--- src/hdl/decoder_status_pkg.sv ---
/*
  Register map, field positions and reset values of the decoder status and
  interrupt-enable block.
  Assumes the sub-address decoding of the two-wire control interface happens
  outside and hands over one 8-bit sub-address per access.
*/
package decoder_status_pkg;

  // Data and address widths of the register port.
  localparam int unsigned DATA_W = 8;
  localparam int unsigned ADDR_W = 8;
  localparam int unsigned IRQ_W  = 8;

  // Sub-addresses.
  localparam logic [7:0] VBI_DETECT_STATUS_ADDR = 8'h0c;
  localparam logic [7:0] VIDEO_LOCK_STATUS_ADDR = 8'h0e;
  localparam logic [7:0] IRQ_ENABLE_MASK_ADDR   = 8'h0f;
  localparam logic [7:0] IRQ_STATUS_ADDR        = 8'h10;

  // Reset values.
  localparam logic [7:0] VBI_DETECT_STATUS_RST = 8'h00;
  localparam logic [7:0] VIDEO_LOCK_STATUS_RST = 8'h00;
  localparam logic [7:0] IRQ_ENABLE_MASK_RST   = 8'h00;
  localparam logic [7:0] IRQ_STATUS_RST        = 8'h00;
  localparam logic [7:0] UNMAPPED_READ_VALUE   = 8'h00;

  // Detection register fields.
  localparam int unsigned CC_ODD_BIT    = 7;
  localparam int unsigned CC_EVEN_BIT   = 6;
  localparam int unsigned WSS_ODD_BIT   = 5;
  localparam int unsigned WSS_EVEN_BIT  = 4;
  localparam int unsigned TELETEXT_BIT  = 3;

  // Video status register fields.
  localparam int unsigned VLOCK_BIT     = 7;
  localparam int unsigned HLOCK_BIT     = 6;
  localparam int unsigned CLOCK_BIT     = 5;
  localparam int unsigned PRESENT_BIT   = 4;
  localparam int unsigned CP_LSB        = 1;
  localparam int unsigned CP_W          = 3;
  localparam int unsigned STD_BIT       = 0;

  // Interrupt cause positions, shared by mask and status.
  localparam int unsigned IRQ_GENLOCK_LOSS = 7;
  localparam int unsigned IRQ_SIGNAL_LOSS  = 6;
  localparam int unsigned IRQ_CC_DATA      = 5;
  localparam int unsigned IRQ_WSS_DATA     = 4;
  localparam int unsigned IRQ_TELETEXT     = 3;
  localparam int unsigned IRQ_COPY_PROTECT = 2;
  localparam int unsigned IRQ_STD_DETECT   = 1;
  localparam int unsigned IRQ_FIELD_START  = 0;

endpackage : decoder_status_pkg

--- src/hdl/irq_flag_if.sv ---
/*
  Carrier between the status block and its sticky flag bank.
  Assumes both ends run on the same clock.
*/
`timescale 1ns/1ps
interface irq_flag_if #(parameter int unsigned W = 8);
  logic [W-1:0] set_pulse;
  logic [W-1:0] clear_bits;
  logic [W-1:0] flags;

  modport bank (input set_pulse, input clear_bits, output flags);
  modport ctrl (output set_pulse, output clear_bits, input flags);
endinterface : irq_flag_if

--- src/hdl/level_edge_detect.sv ---
/*
  Rising and falling edge detector for a vector of levels.
  Assumes the levels are synchronous to the clock.
*/
`timescale 1ns/1ps
module level_edge_detect #(
  parameter int unsigned W = 1
) (
  // Clock and reset.
  input  wire logic         ref_clk,
  input  wire logic         rst_n,
  // Levels in, edges out.
  input  wire logic [W-1:0] level,
  output logic      [W-1:0] rise,
  output logic      [W-1:0] fall
);
  logic [W-1:0] prev;

  if (W < 1) begin : g_bad_width
    $error("level_edge_detect needs W of at least one");
  end

  always_ff @(posedge ref_clk) begin
    if (!rst_n) prev <= '0;
    else        prev <= level;
  end

  assign rise = level & ~prev;
  assign fall = ~level & prev;
endmodule : level_edge_detect

--- src/hdl/irq_flag_bank.sv ---
/*
  Bank of sticky interrupt flags, set by hardware and cleared by writing one.
  Assumes the controller presents set and clear as one-cycle pulses.
*/
`timescale 1ns/1ps
module irq_flag_bank #(
  parameter int unsigned W = 8
) (
  // Clock and reset.
  input wire logic ref_clk,
  input wire logic rst_n,
  // Flag traffic.
  irq_flag_if.bank fb
);
  if (W < 1) begin : g_bad_width
    $error("irq_flag_bank needs W of at least one");
  end

  // A set in the same cycle as its clear wins, so no event is lost.
  always_ff @(posedge ref_clk) begin
    if (!rst_n) fb.flags <= '0;
    else        fb.flags <= fb.set_pulse | (fb.flags & ~fb.clear_bits);
  end
endmodule : irq_flag_bank

--- src/hdl/decoder_status.sv ---
/*
  Status and interrupt-enable registers of the video decoder: VBI detection
  status, video lock status, interrupt enable mask and the write-one-to-clear
  interrupt status, with the interrupt request output.
  Assumes a two-wire interface slave outside that turns each host access into
  one sub-address with a single-cycle read or write strobe, and that all
  detector inputs are synchronous to ref_clk.
*/
// Behaviour
// - Detection and video status bits ignore writes.
// - Bit 7 shows odd-field caption detect.
// - Bit 6 shows even-field caption detect.
// - Bit 5 shows odd-field widescreen detect.
// - Bit 4 shows even-field widescreen detect.
// - Bit 3 shows teletext detect; 2-0 reserved.
// - Video bit 7 shows vertical lock.
// - Video bit 6 shows horizontal lock.
// - Video bit 5 shows chroma lock.
// - Video bit 4 shows input video present.
// - Bits 3-1 show read-only copy-protect code.
// - Video bit 0 shows standard determined.
// - Standard bit only when auto-detect enabled.
// - Mask bit 7 enables genlock loss interrupt.
// - Mask bit 6 enables signal loss interrupt.
// - Mask bit 5 enables caption data interrupt.
// - Mask bit 4 enables widescreen data interrupt.
// - Mask bit 3 enables teletext field interrupt.
// - Mask bit 2 enables copy-protect change interrupt.
// - Mask bit 1 enables standard detected interrupt.
// - Mask bit 0 enables field start interrupt.
// - Status bits at 10h set, cleared by one.
`timescale 1ns/1ps
module decoder_status (
  // Clock and reset.
  input  wire logic                                    ref_clk,
  input  wire logic                                    rst_n,
  // Sub-addressed register port.
  input  wire logic [decoder_status_pkg::ADDR_W-1:0]   reg_addr,
  input  wire logic                                    reg_wr,
  input  wire logic [decoder_status_pkg::DATA_W-1:0]   reg_wdata,
  input  wire logic                                    reg_rd,
  output logic      [decoder_status_pkg::DATA_W-1:0]   reg_rdata,
  output logic                                         reg_rd_valid,
  // VBI slicer detection levels.
  input  wire logic                                    cc_odd_detect,
  input  wire logic                                    cc_even_detect,
  input  wire logic                                    wss_odd_detect,
  input  wire logic                                    wss_even_detect,
  input  wire logic                                    teletext_detect,
  // VBI new-data and field pulses.
  input  wire logic                                    cc_data_strobe,
  input  wire logic                                    wss_data_strobe,
  input  wire logic                                    teletext_field_strobe,
  input  wire logic                                    field_start,
  // Lock loops, input detector, copy-protect and standard detectors.
  input  wire logic                                    vertical_lock,
  input  wire logic                                    horizontal_lock,
  input  wire logic                                    chroma_lock,
  input  wire logic                                    video_present,
  input  wire logic [decoder_status_pkg::CP_W-1:0]     copy_protect,
  input  wire logic                                    standard_detected,
  // Auto-detect enable from the input format register.
  input  wire logic                                    auto_detect_enable,
  // Interrupt request.
  output logic                                         irq_request
);
  import decoder_status_pkg::*;

  ////////////////////////////////////////////////////////////////////////////
  // Register state.

  logic [DATA_W-1:0] vbi_detect_status;
  logic [DATA_W-1:0] video_lock_status;
  logic [IRQ_W-1:0]  irq_enable_mask;
  logic [CP_W-1:0]   copy_protect_prev;
  logic [IRQ_W-1:0]  irq_events;
  logic              std_report;
  logic              genlock;
  logic [2:0]        lvl_rise;
  logic [2:0]        lvl_fall;
  logic              wr_vbi;
  logic              wr_video;
  logic              wr_mask;
  logic              wr_irq_status;
  logic [DATA_W-1:0] next_rdata;

  irq_flag_if #(.W(IRQ_W)) flag_bus ();

  assign wr_vbi        = reg_wr && (reg_addr == VBI_DETECT_STATUS_ADDR);
  assign wr_video      = reg_wr && (reg_addr == VIDEO_LOCK_STATUS_ADDR);
  assign wr_mask       = reg_wr && (reg_addr == IRQ_ENABLE_MASK_ADDR);
  assign wr_irq_status = reg_wr && (reg_addr == IRQ_STATUS_ADDR);

  ////////////////////////////////////////////////////////////////////////////
  // Read-only status registers follow their detectors every cycle.
  // Writes to them are decoded but steer nothing, so host data is discarded.

  always_ff @(posedge ref_clk) begin
    if (!rst_n) begin
      vbi_detect_status <= VBI_DETECT_STATUS_RST;
    end else begin
      vbi_detect_status               <= '0;
      vbi_detect_status[CC_ODD_BIT]   <= cc_odd_detect;
      vbi_detect_status[CC_EVEN_BIT]  <= cc_even_detect;
      vbi_detect_status[WSS_ODD_BIT]  <= wss_odd_detect;
      vbi_detect_status[WSS_EVEN_BIT] <= wss_even_detect;
      vbi_detect_status[TELETEXT_BIT] <= teletext_detect;
    end
  end

  // The standard bit is withheld unless auto-detection is switched on.
  assign std_report = standard_detected && auto_detect_enable;

  always_ff @(posedge ref_clk) begin
    if (!rst_n) begin
      video_lock_status <= VIDEO_LOCK_STATUS_RST;
    end else begin
      video_lock_status[VLOCK_BIT]               <= vertical_lock;
      video_lock_status[HLOCK_BIT]               <= horizontal_lock;
      video_lock_status[CLOCK_BIT]               <= chroma_lock;
      video_lock_status[PRESENT_BIT]             <= video_present;
      video_lock_status[CP_LSB +: CP_W]          <= copy_protect;
      video_lock_status[STD_BIT]                 <= std_report;
    end
  end

  ////////////////////////////////////////////////////////////////////////////
  // Interrupt enable mask, the only register the host can store into.

  always_ff @(posedge ref_clk) begin
    if (!rst_n)       irq_enable_mask <= IRQ_ENABLE_MASK_RST;
    else if (wr_mask) irq_enable_mask <= reg_wdata;
  end

  ////////////////////////////////////////////////////////////////////////////
  // Event sources. Genlock counts as held only with both sync locks, so
  // losing either one is a loss of genlock.

  assign genlock = vertical_lock && horizontal_lock;

  level_edge_detect #(.W(3)) u_level_edges (
    .ref_clk (ref_clk),
    .rst_n   (rst_n),
    .level   ({genlock, video_present, std_report}),
    .rise    (lvl_rise),
    .fall    (lvl_fall)
  );

  always_ff @(posedge ref_clk) begin
    if (!rst_n) copy_protect_prev <= '0;
    else        copy_protect_prev <= copy_protect;
  end

  always_comb begin
    irq_events                   = '0;
    irq_events[IRQ_GENLOCK_LOSS] = lvl_fall[2];
    irq_events[IRQ_SIGNAL_LOSS]  = lvl_fall[1];
    irq_events[IRQ_CC_DATA]      = cc_data_strobe;
    irq_events[IRQ_WSS_DATA]     = wss_data_strobe;
    irq_events[IRQ_TELETEXT]     = teletext_field_strobe;
    irq_events[IRQ_COPY_PROTECT] = copy_protect != copy_protect_prev;
    irq_events[IRQ_STD_DETECT]   = lvl_rise[0];
    irq_events[IRQ_FIELD_START]  = field_start;
  end

  ////////////////////////////////////////////////////////////////////////////
  // Sticky status flags; a one written at 10h clears that flag.

  assign flag_bus.set_pulse  = irq_events;
  assign flag_bus.clear_bits = wr_irq_status ? reg_wdata : '0;

  irq_flag_bank #(.W(IRQ_W)) u_flags (
    .ref_clk (ref_clk),
    .rst_n   (rst_n),
    .fb      (flag_bus)
  );

  // The request lags the flags by one cycle so that it leaves a flip-flop.
  always_ff @(posedge ref_clk) begin
    if (!rst_n) irq_request <= 1'b0;
    else        irq_request <= |(flag_bus.flags & irq_enable_mask);
  end

  ////////////////////////////////////////////////////////////////////////////
  // Read path. Unmapped sub-addresses read as zero.

  always_comb begin
    case (reg_addr)
      VBI_DETECT_STATUS_ADDR: next_rdata = vbi_detect_status;
      VIDEO_LOCK_STATUS_ADDR: next_rdata = video_lock_status;
      IRQ_ENABLE_MASK_ADDR:   next_rdata = irq_enable_mask;
      IRQ_STATUS_ADDR:        next_rdata = flag_bus.flags;
      default:                next_rdata = UNMAPPED_READ_VALUE;
    endcase
  end

  always_ff @(posedge ref_clk) begin
    if (!rst_n) begin
      reg_rdata    <= '0;
      reg_rd_valid <= 1'b0;
    end else begin
      reg_rd_valid <= reg_rd;
      if (reg_rd) reg_rdata <= next_rdata;
    end
  end
endmodule : decoder_status

--- config.mk ---
export PLATFORM = sky130hd
export DESIGN_NAME = decoder_status
export DESIGN_NICKNAME = d
export VERILOG_FILES = /design/src/hdl/decoder_status_pkg.sv /design/src/hdl/irq_flag_if.sv /design/src/hdl/level_edge_detect.sv /design/src/hdl/irq_flag_bank.sv /design/src/hdl/decoder_status.sv
export SDC_FILE = /design/constraint.sdc
export NUM_CORES = 1
export LEC_CHECK = 0
export CORE_UTILIZATION = 61
export CTS_CLUSTER_SIZE = 24
export DETAILED_ROUTE_END_ITERATION = 12
export DONT_BUFFER_PORTS = 1
export PLACE_DENSITY = 0.77
export SYNTH_ARGS = -nofsm -noshare
export SYNTH_HDL_FRONTEND = slang
export SYNTH_SLANG_ARGS = --single-unit
--- constraint.sdc ---
create_clock -name ref_clk -period 2 [get_ports ref_clk]
set_input_delay 0.4 -clock ref_clk [delete_from_list [all_inputs] [get_ports ref_clk]]
set_output_delay 0.4 -clock ref_clk [all_outputs]
set_load 0.02 [all_outputs]
; Yosys cells after proc, flatten, opt, wreduce, memory -nomap -nowiden
; Cells that the tools add are included.
[word_totals]
ram_bits = 0
ff_bits = 48
inputBits = 38
latchBits = 0
rom_bits = 0
elab_cells = 30
n_memories = 0
[op_classes]
div_mod_pow = 0
n_addsub = 0
shift = 0
eq_ne = 5
reduce_logical = 5
muxes = 2
order_cmp = 0
n_bitwise = 8
mul = 0
[ops]
columns = op, count
row1 = $pmux 8 s4, 1
row2 = $eq 8x4->1 const B, 3
row3 = $and 8x8->8, 2
row4 = $eq 8x5->1 const B, 1
row5 = $mux 8, 1
row6 = $not 8->8, 1
row7 = $or 8x8->8, 1
row8 = $reduce_or 8->1, 1
row9 = $logic_and 1x1->1, 4
row10 = $and 3x3->3, 1
row11 = $ne 3x3->1, 1
row12 = $not 3->3, 1
row13 = $and 1x1->1, 1
row14 = $not 1->1, 1

; Depth between registers and ports, before layout
[logic_depth]
word_depth = 6
mapped_depth = 5
depth_no_buf = 4

; Cells and area by module
; A second synthesis with hierarchy kept.
[unflattened]
hier_cells = 175
hier_area_um2 = 1801.7
[by_module_without_submodules]
columns = module, seq_area_each_um2, n_inst, area_each_um2, cells_per_inst
row1 = decoder_status, 620.6, 1, 1347.5, 138
row2 = irq_flag_bank, 160.2, 1, 337.8, 25
row3 = level_edge_detect, 60.1, 1, 116.4, 12

; Least setup slack after synthesis
; OpenSTA, ideal clock, no wires.
[synth_path]
path_type = input -> register
startpoint = input reg_addr[5] (netlist bit)
endpoint = register u_flags.fb.flags[1]
path_stages = 5
setup_time_ns = 0.117
arrival_time_ns = 1.419
setup_slack_ns = 0.463
path_cell_list = nor4b_4 -> and3_1 -> buf_6 -> nand2_2 -> a32o_1
[synth_via]
elab_chain_len = 6
[synth_rtl]
columns = item, line
row1 = "start, declared", decoder_status.sv:38  ; input wire logic [decoder_status_pkg::ADDR_W-1:0] reg_addr,
row2 = $eq 8x5->1, decoder_status.sv:92  ; assign wr_irq_status = reg_wr && (reg_addr == IRQ_STATUS_ADDR);
row3 = $logic_and 1x1->1, decoder_status.sv:92
row4 = $mux 8, decoder_status.sv:170  ; assign flag_bus.clear_bits = wr_irq_status ? reg_wdata : '0;
row5 = $not 8->8, irq_flag_bank.sv:22  ; else fb.flags <= fb.set_pulse | (fb.flags & ~fb.clear_bits);
row6 = $and 8x8->8, irq_flag_bank.sv:22
row7 = $or 8x8->8, irq_flag_bank.sv:22
row8 = "end signal, assigned", irq_flag_bank.sv:22
row9 = "end, declared", irq_flag_if.sv:11  ; modport bank (input set_pulse, input clear_bits, output flags);
; No other way between the ends.
; A chain may end at the register's enable or synchronous reset.

; Final worst setup path
[layout_path]
startpoint = input reg_addr[7] (netlist bit)
endpoint = register u_flags.fb.flags[1]
; Same word-level chain as after synthesis.

==> impl_metrics.py <==
metrics = {
    "run_status": {
        "status": "finished, final reports clean",
    },
    "timing": {
        "fmax_mhz": 775,
        "worst_pin_slew_ps": 493,
        "setup_viol": 0,
        "hold_slack_ps": 146,
        "period_needed_ps": 1290,
        "finalMaxSlewViolations": 0,
        "setup_slack_ps": 710,
        "setup_tns_ps": 0,
        "slew_headroom": 0.670,
        "rsz0062_at_grt": "no",
        "finalCritPeriodShare": 0.645,
        "final_hold_viol_count": 0,
        "final.setup_skew_ps": 6.20,
    },
    "floorplan": {
        "rows": 18,
        "die_h_microns": 53.6,
        "io_pins": 48,
        "core-area_sq_um": 2500,
        "die_w_microns": 53.6,
        "initial_core_util": 0.651,
        "dieArea_sq_um": 2880,
    },
    "clock_tree": {
        "ctsHtreeMaxLevel": 2,
        "cts_buffers": 5,
        "cts.sinks": 40,
        "clk_pin_slew_worst_paths_ps": 110,
        "ctsHoldBuffers": 0,
        "clock_latency_ps": 330,
        "clock_path_buffers": 2,
        "cts_tree": "yes",
        "cts_resized": 0,
        "clk_root_buffer_cell": "clkbuf_4",
        "cts_setup_buffers": 0,
    },
    "setup_path": {
        "startpoint_type": "input port",
        "crit_arrival_ps": 1530,
        "endpoint_kind": "flop",
        "reg2reg_from": "u_flags.fb.flags[4]$_SDFF_PN0_",
        "cp-startpoint": "reg_addr[7]",
        "worstPathRequired_ps": 2240,
        "cpLargestDelayFamily": "simple AND/OR/NAND/NOR gates",
        "path_cells": "nor4_1, and3_1, nand2_2, a32o_1",
        "cp_slowest_cell": "and3_1",
        "crit_fanout": 8,
        "critPathBufInv": 0,
        "critical_path_class": "input port to flop",
        "worst_path_largest_cell_delay_ps": 450,
    },
    "route": {
        "wl_met1_microns": 1480,
        "met2_length_microns": 1650,
        "wl_per_cell_microns": 17.8,
        "num_vias": 1195,
        "drtAntennaViolNets": 0,
        "wirelength_microns": 3330,
        "via_per_inst": 6.39,
        "dr.max_layer_used": "met4",
        "wl_met3_microns": 187,
        "drt_iter0_markers": 18,
        "dr.pass1.iters": 4,
        "drc": 0,
    },
    "flow_run": {
        "drv_cap": 0,
    },
    "layout": {
        "diodes": 0,
        "area_growth_pct": 3.62,
        "seq_area_sq_um": 801,
        "drive_gt1_frac": 0.102,
        "fillers": 211,
        "layout_common_cells": "dfxtp_1, mux2i_1, and2_1",
        "final_common_cell": "dfxtp_1",
        "multiInputGateArea_sq_um": 763,
        "final_cell_count_no_fill": 187,
        "nets": 195,
    },
    "yosys": {
        "netlist_area_sq_um": 1630,
        "synth-edff-count": 0,
        "synth.distinct_cells": 33,
        "yosysWarnings": 0,
        "synthCells": 155,
        "synth_seq_cells": 40,
        "ys_async_sr_fraction": 0,
        "syn-num-nets": 193,
        "synth-seq-area-share": 0.492,
        "synth.avg_cell_area_sq_um": 10.5,
        "ys.flop_type": "dfxtp_1",
    },
    "power": {
        "combPwrFrac": 0.049,
        "pwr-share-seq": 0.660,
        "power.share.switching": 0.227,
        "vdd_drop_max_mv": 0.677,
        "powerDensity_nw_per_um2": 758,
        "clkPwrFrac": 0.291,
        "p_leak_uw": 0.000700,
        "internal_power_uw": 988,
        "p_sw_uw": 290,
    },
    "placed_design": {
        "gp_congestion": 0.814,
        "preCtsSetupSlack_ps": 347,
        "dp.cells": 180,
        "port_buffers": 0,
        "dp.final_hpwl_microns": 2440,
    },
    "global_routing": {
        "grt_pass1_vias": 1073,
        "antenna_found_initial": 0,
        "grt_pass1_wl_microns": 4990,
        "grt_max_degree": 24,
        "overflow": 0,
        "grtUsageTotal": 0.252,
    },
    "worst_hold_path": {
        "hold_class": "input port to flop",
        "hold_start": "reg_wdata[0]",
    },
}
-- power groups by stage --
stage / sequential, uW / combinational (uW) / clock (uW)
3_5_place_dp: 861 / 63.4 / 0
3_3_place_gp: 860 / 60.1 / 0
2_1_floorplan: 853 / 62.2 / 0
6_report: 843 / 63.2 / 372
4_1_cts: 842 / 63.7 / 381
5_1_grt: 846 / 69.9 / 413
-- cell usage after synthesis (all sizes together), types with 2 or more instances --
| cell | count | area, sq um |
|---|---|---|
| a21oi | 2 | 13.8 |
| a22o | 8 | 70.1 |
| a22oi | 9 | 67.6 |
| a31oi | 4 | 25.0 |
| a41oi | 2 | 17.5 |
| and2 | 14 | 88.8 |
| and3 | 3 | 18.8 |
| buf | 3 | 21.3 |
| clkbuf | 3 | 11.3 |
| dfxtp | 40 | 801 |
| inv | 8 | 30.0 |
| mux2i | 16 | 160 |
| nand2 | 6 | 25.0 |
| nor2 | 9 | 33.8 |
| nor4 | 2 | 27.5 |
| o21ai | 6 | 30.0 |
| o22ai | 5 | 31.3 |
| o2bb2ai | 3 | 26.3 |
| xnor2 | 3 | 26.3 |
-- final timing paths --
kind / to / depth (start not counted) / slack (ps)
worst max-delay path: u_flags.fb.flags[1]$_SDFF_PN0_ / 4 / 710
worst min-delay path: u_flags.fb.flags[0]$_SDFF_PN0_ / 1 / 150
worst max register to register: reg_rdata[4]$_SDFFE_PN0P_ / 3 / 1090
worst min register to register: u_flags.fb.flags[6]$_SDFF_PN0_ / 2 / 470
-- final cells by class --
class	count	share of cell area
Sequential cell	40	0.475
Multi-Input combinational cell	101	0.453
Clock buffer	6	0.0245
Tap cell	30	0.0223
Inverter	8	0.0178
Timing Repair Buffer	1	0.00445
Clock inverter	1	0.00297
-- stage by stage --
step           total power, uW   util  instance area, sq um
2_1_floorplan              915      -                  1630
3_3_place_gp               920  0.656                  1640
3_5_place_dp               924  0.656                  1640
4_1_cts                   1290  0.674                  1690
5_1_grt                   1330  0.674                  1690
6_report                  1280  0.674                  1690
-- cells by family after synthesis --
| family | share of synthesized area |
|---|---|
| DFF | 0.492 |
| and+or+nand+nor | 0.158 |
| buffers and inverters | 0.0385 |
| AOI/OAI and AO/OA | 0.196 |
| muxes | 0.0985 |
| xor gates and xnor gates | 0.0162 |
-- state kept, by name, summed over array words and instances, names as in the netlist --
signal and flops:
irq_enable_mask 8, u_flags.fb.flags 8, vbi_detect_status 5, reg_rd_valid 1, video_lock_status 8, reg_rdata 8, irq_request 1, u_level_edges.prev 1
-- metal layers --
layer  track usage  vias to the layer above
li1              -                      573
met1         0.305                      583
met2         0.404                       37
met3         0.105                        2
met4        0.0833                        0
met5             0                        -
No activity file was read; power rests on OpenSTA's default activity.
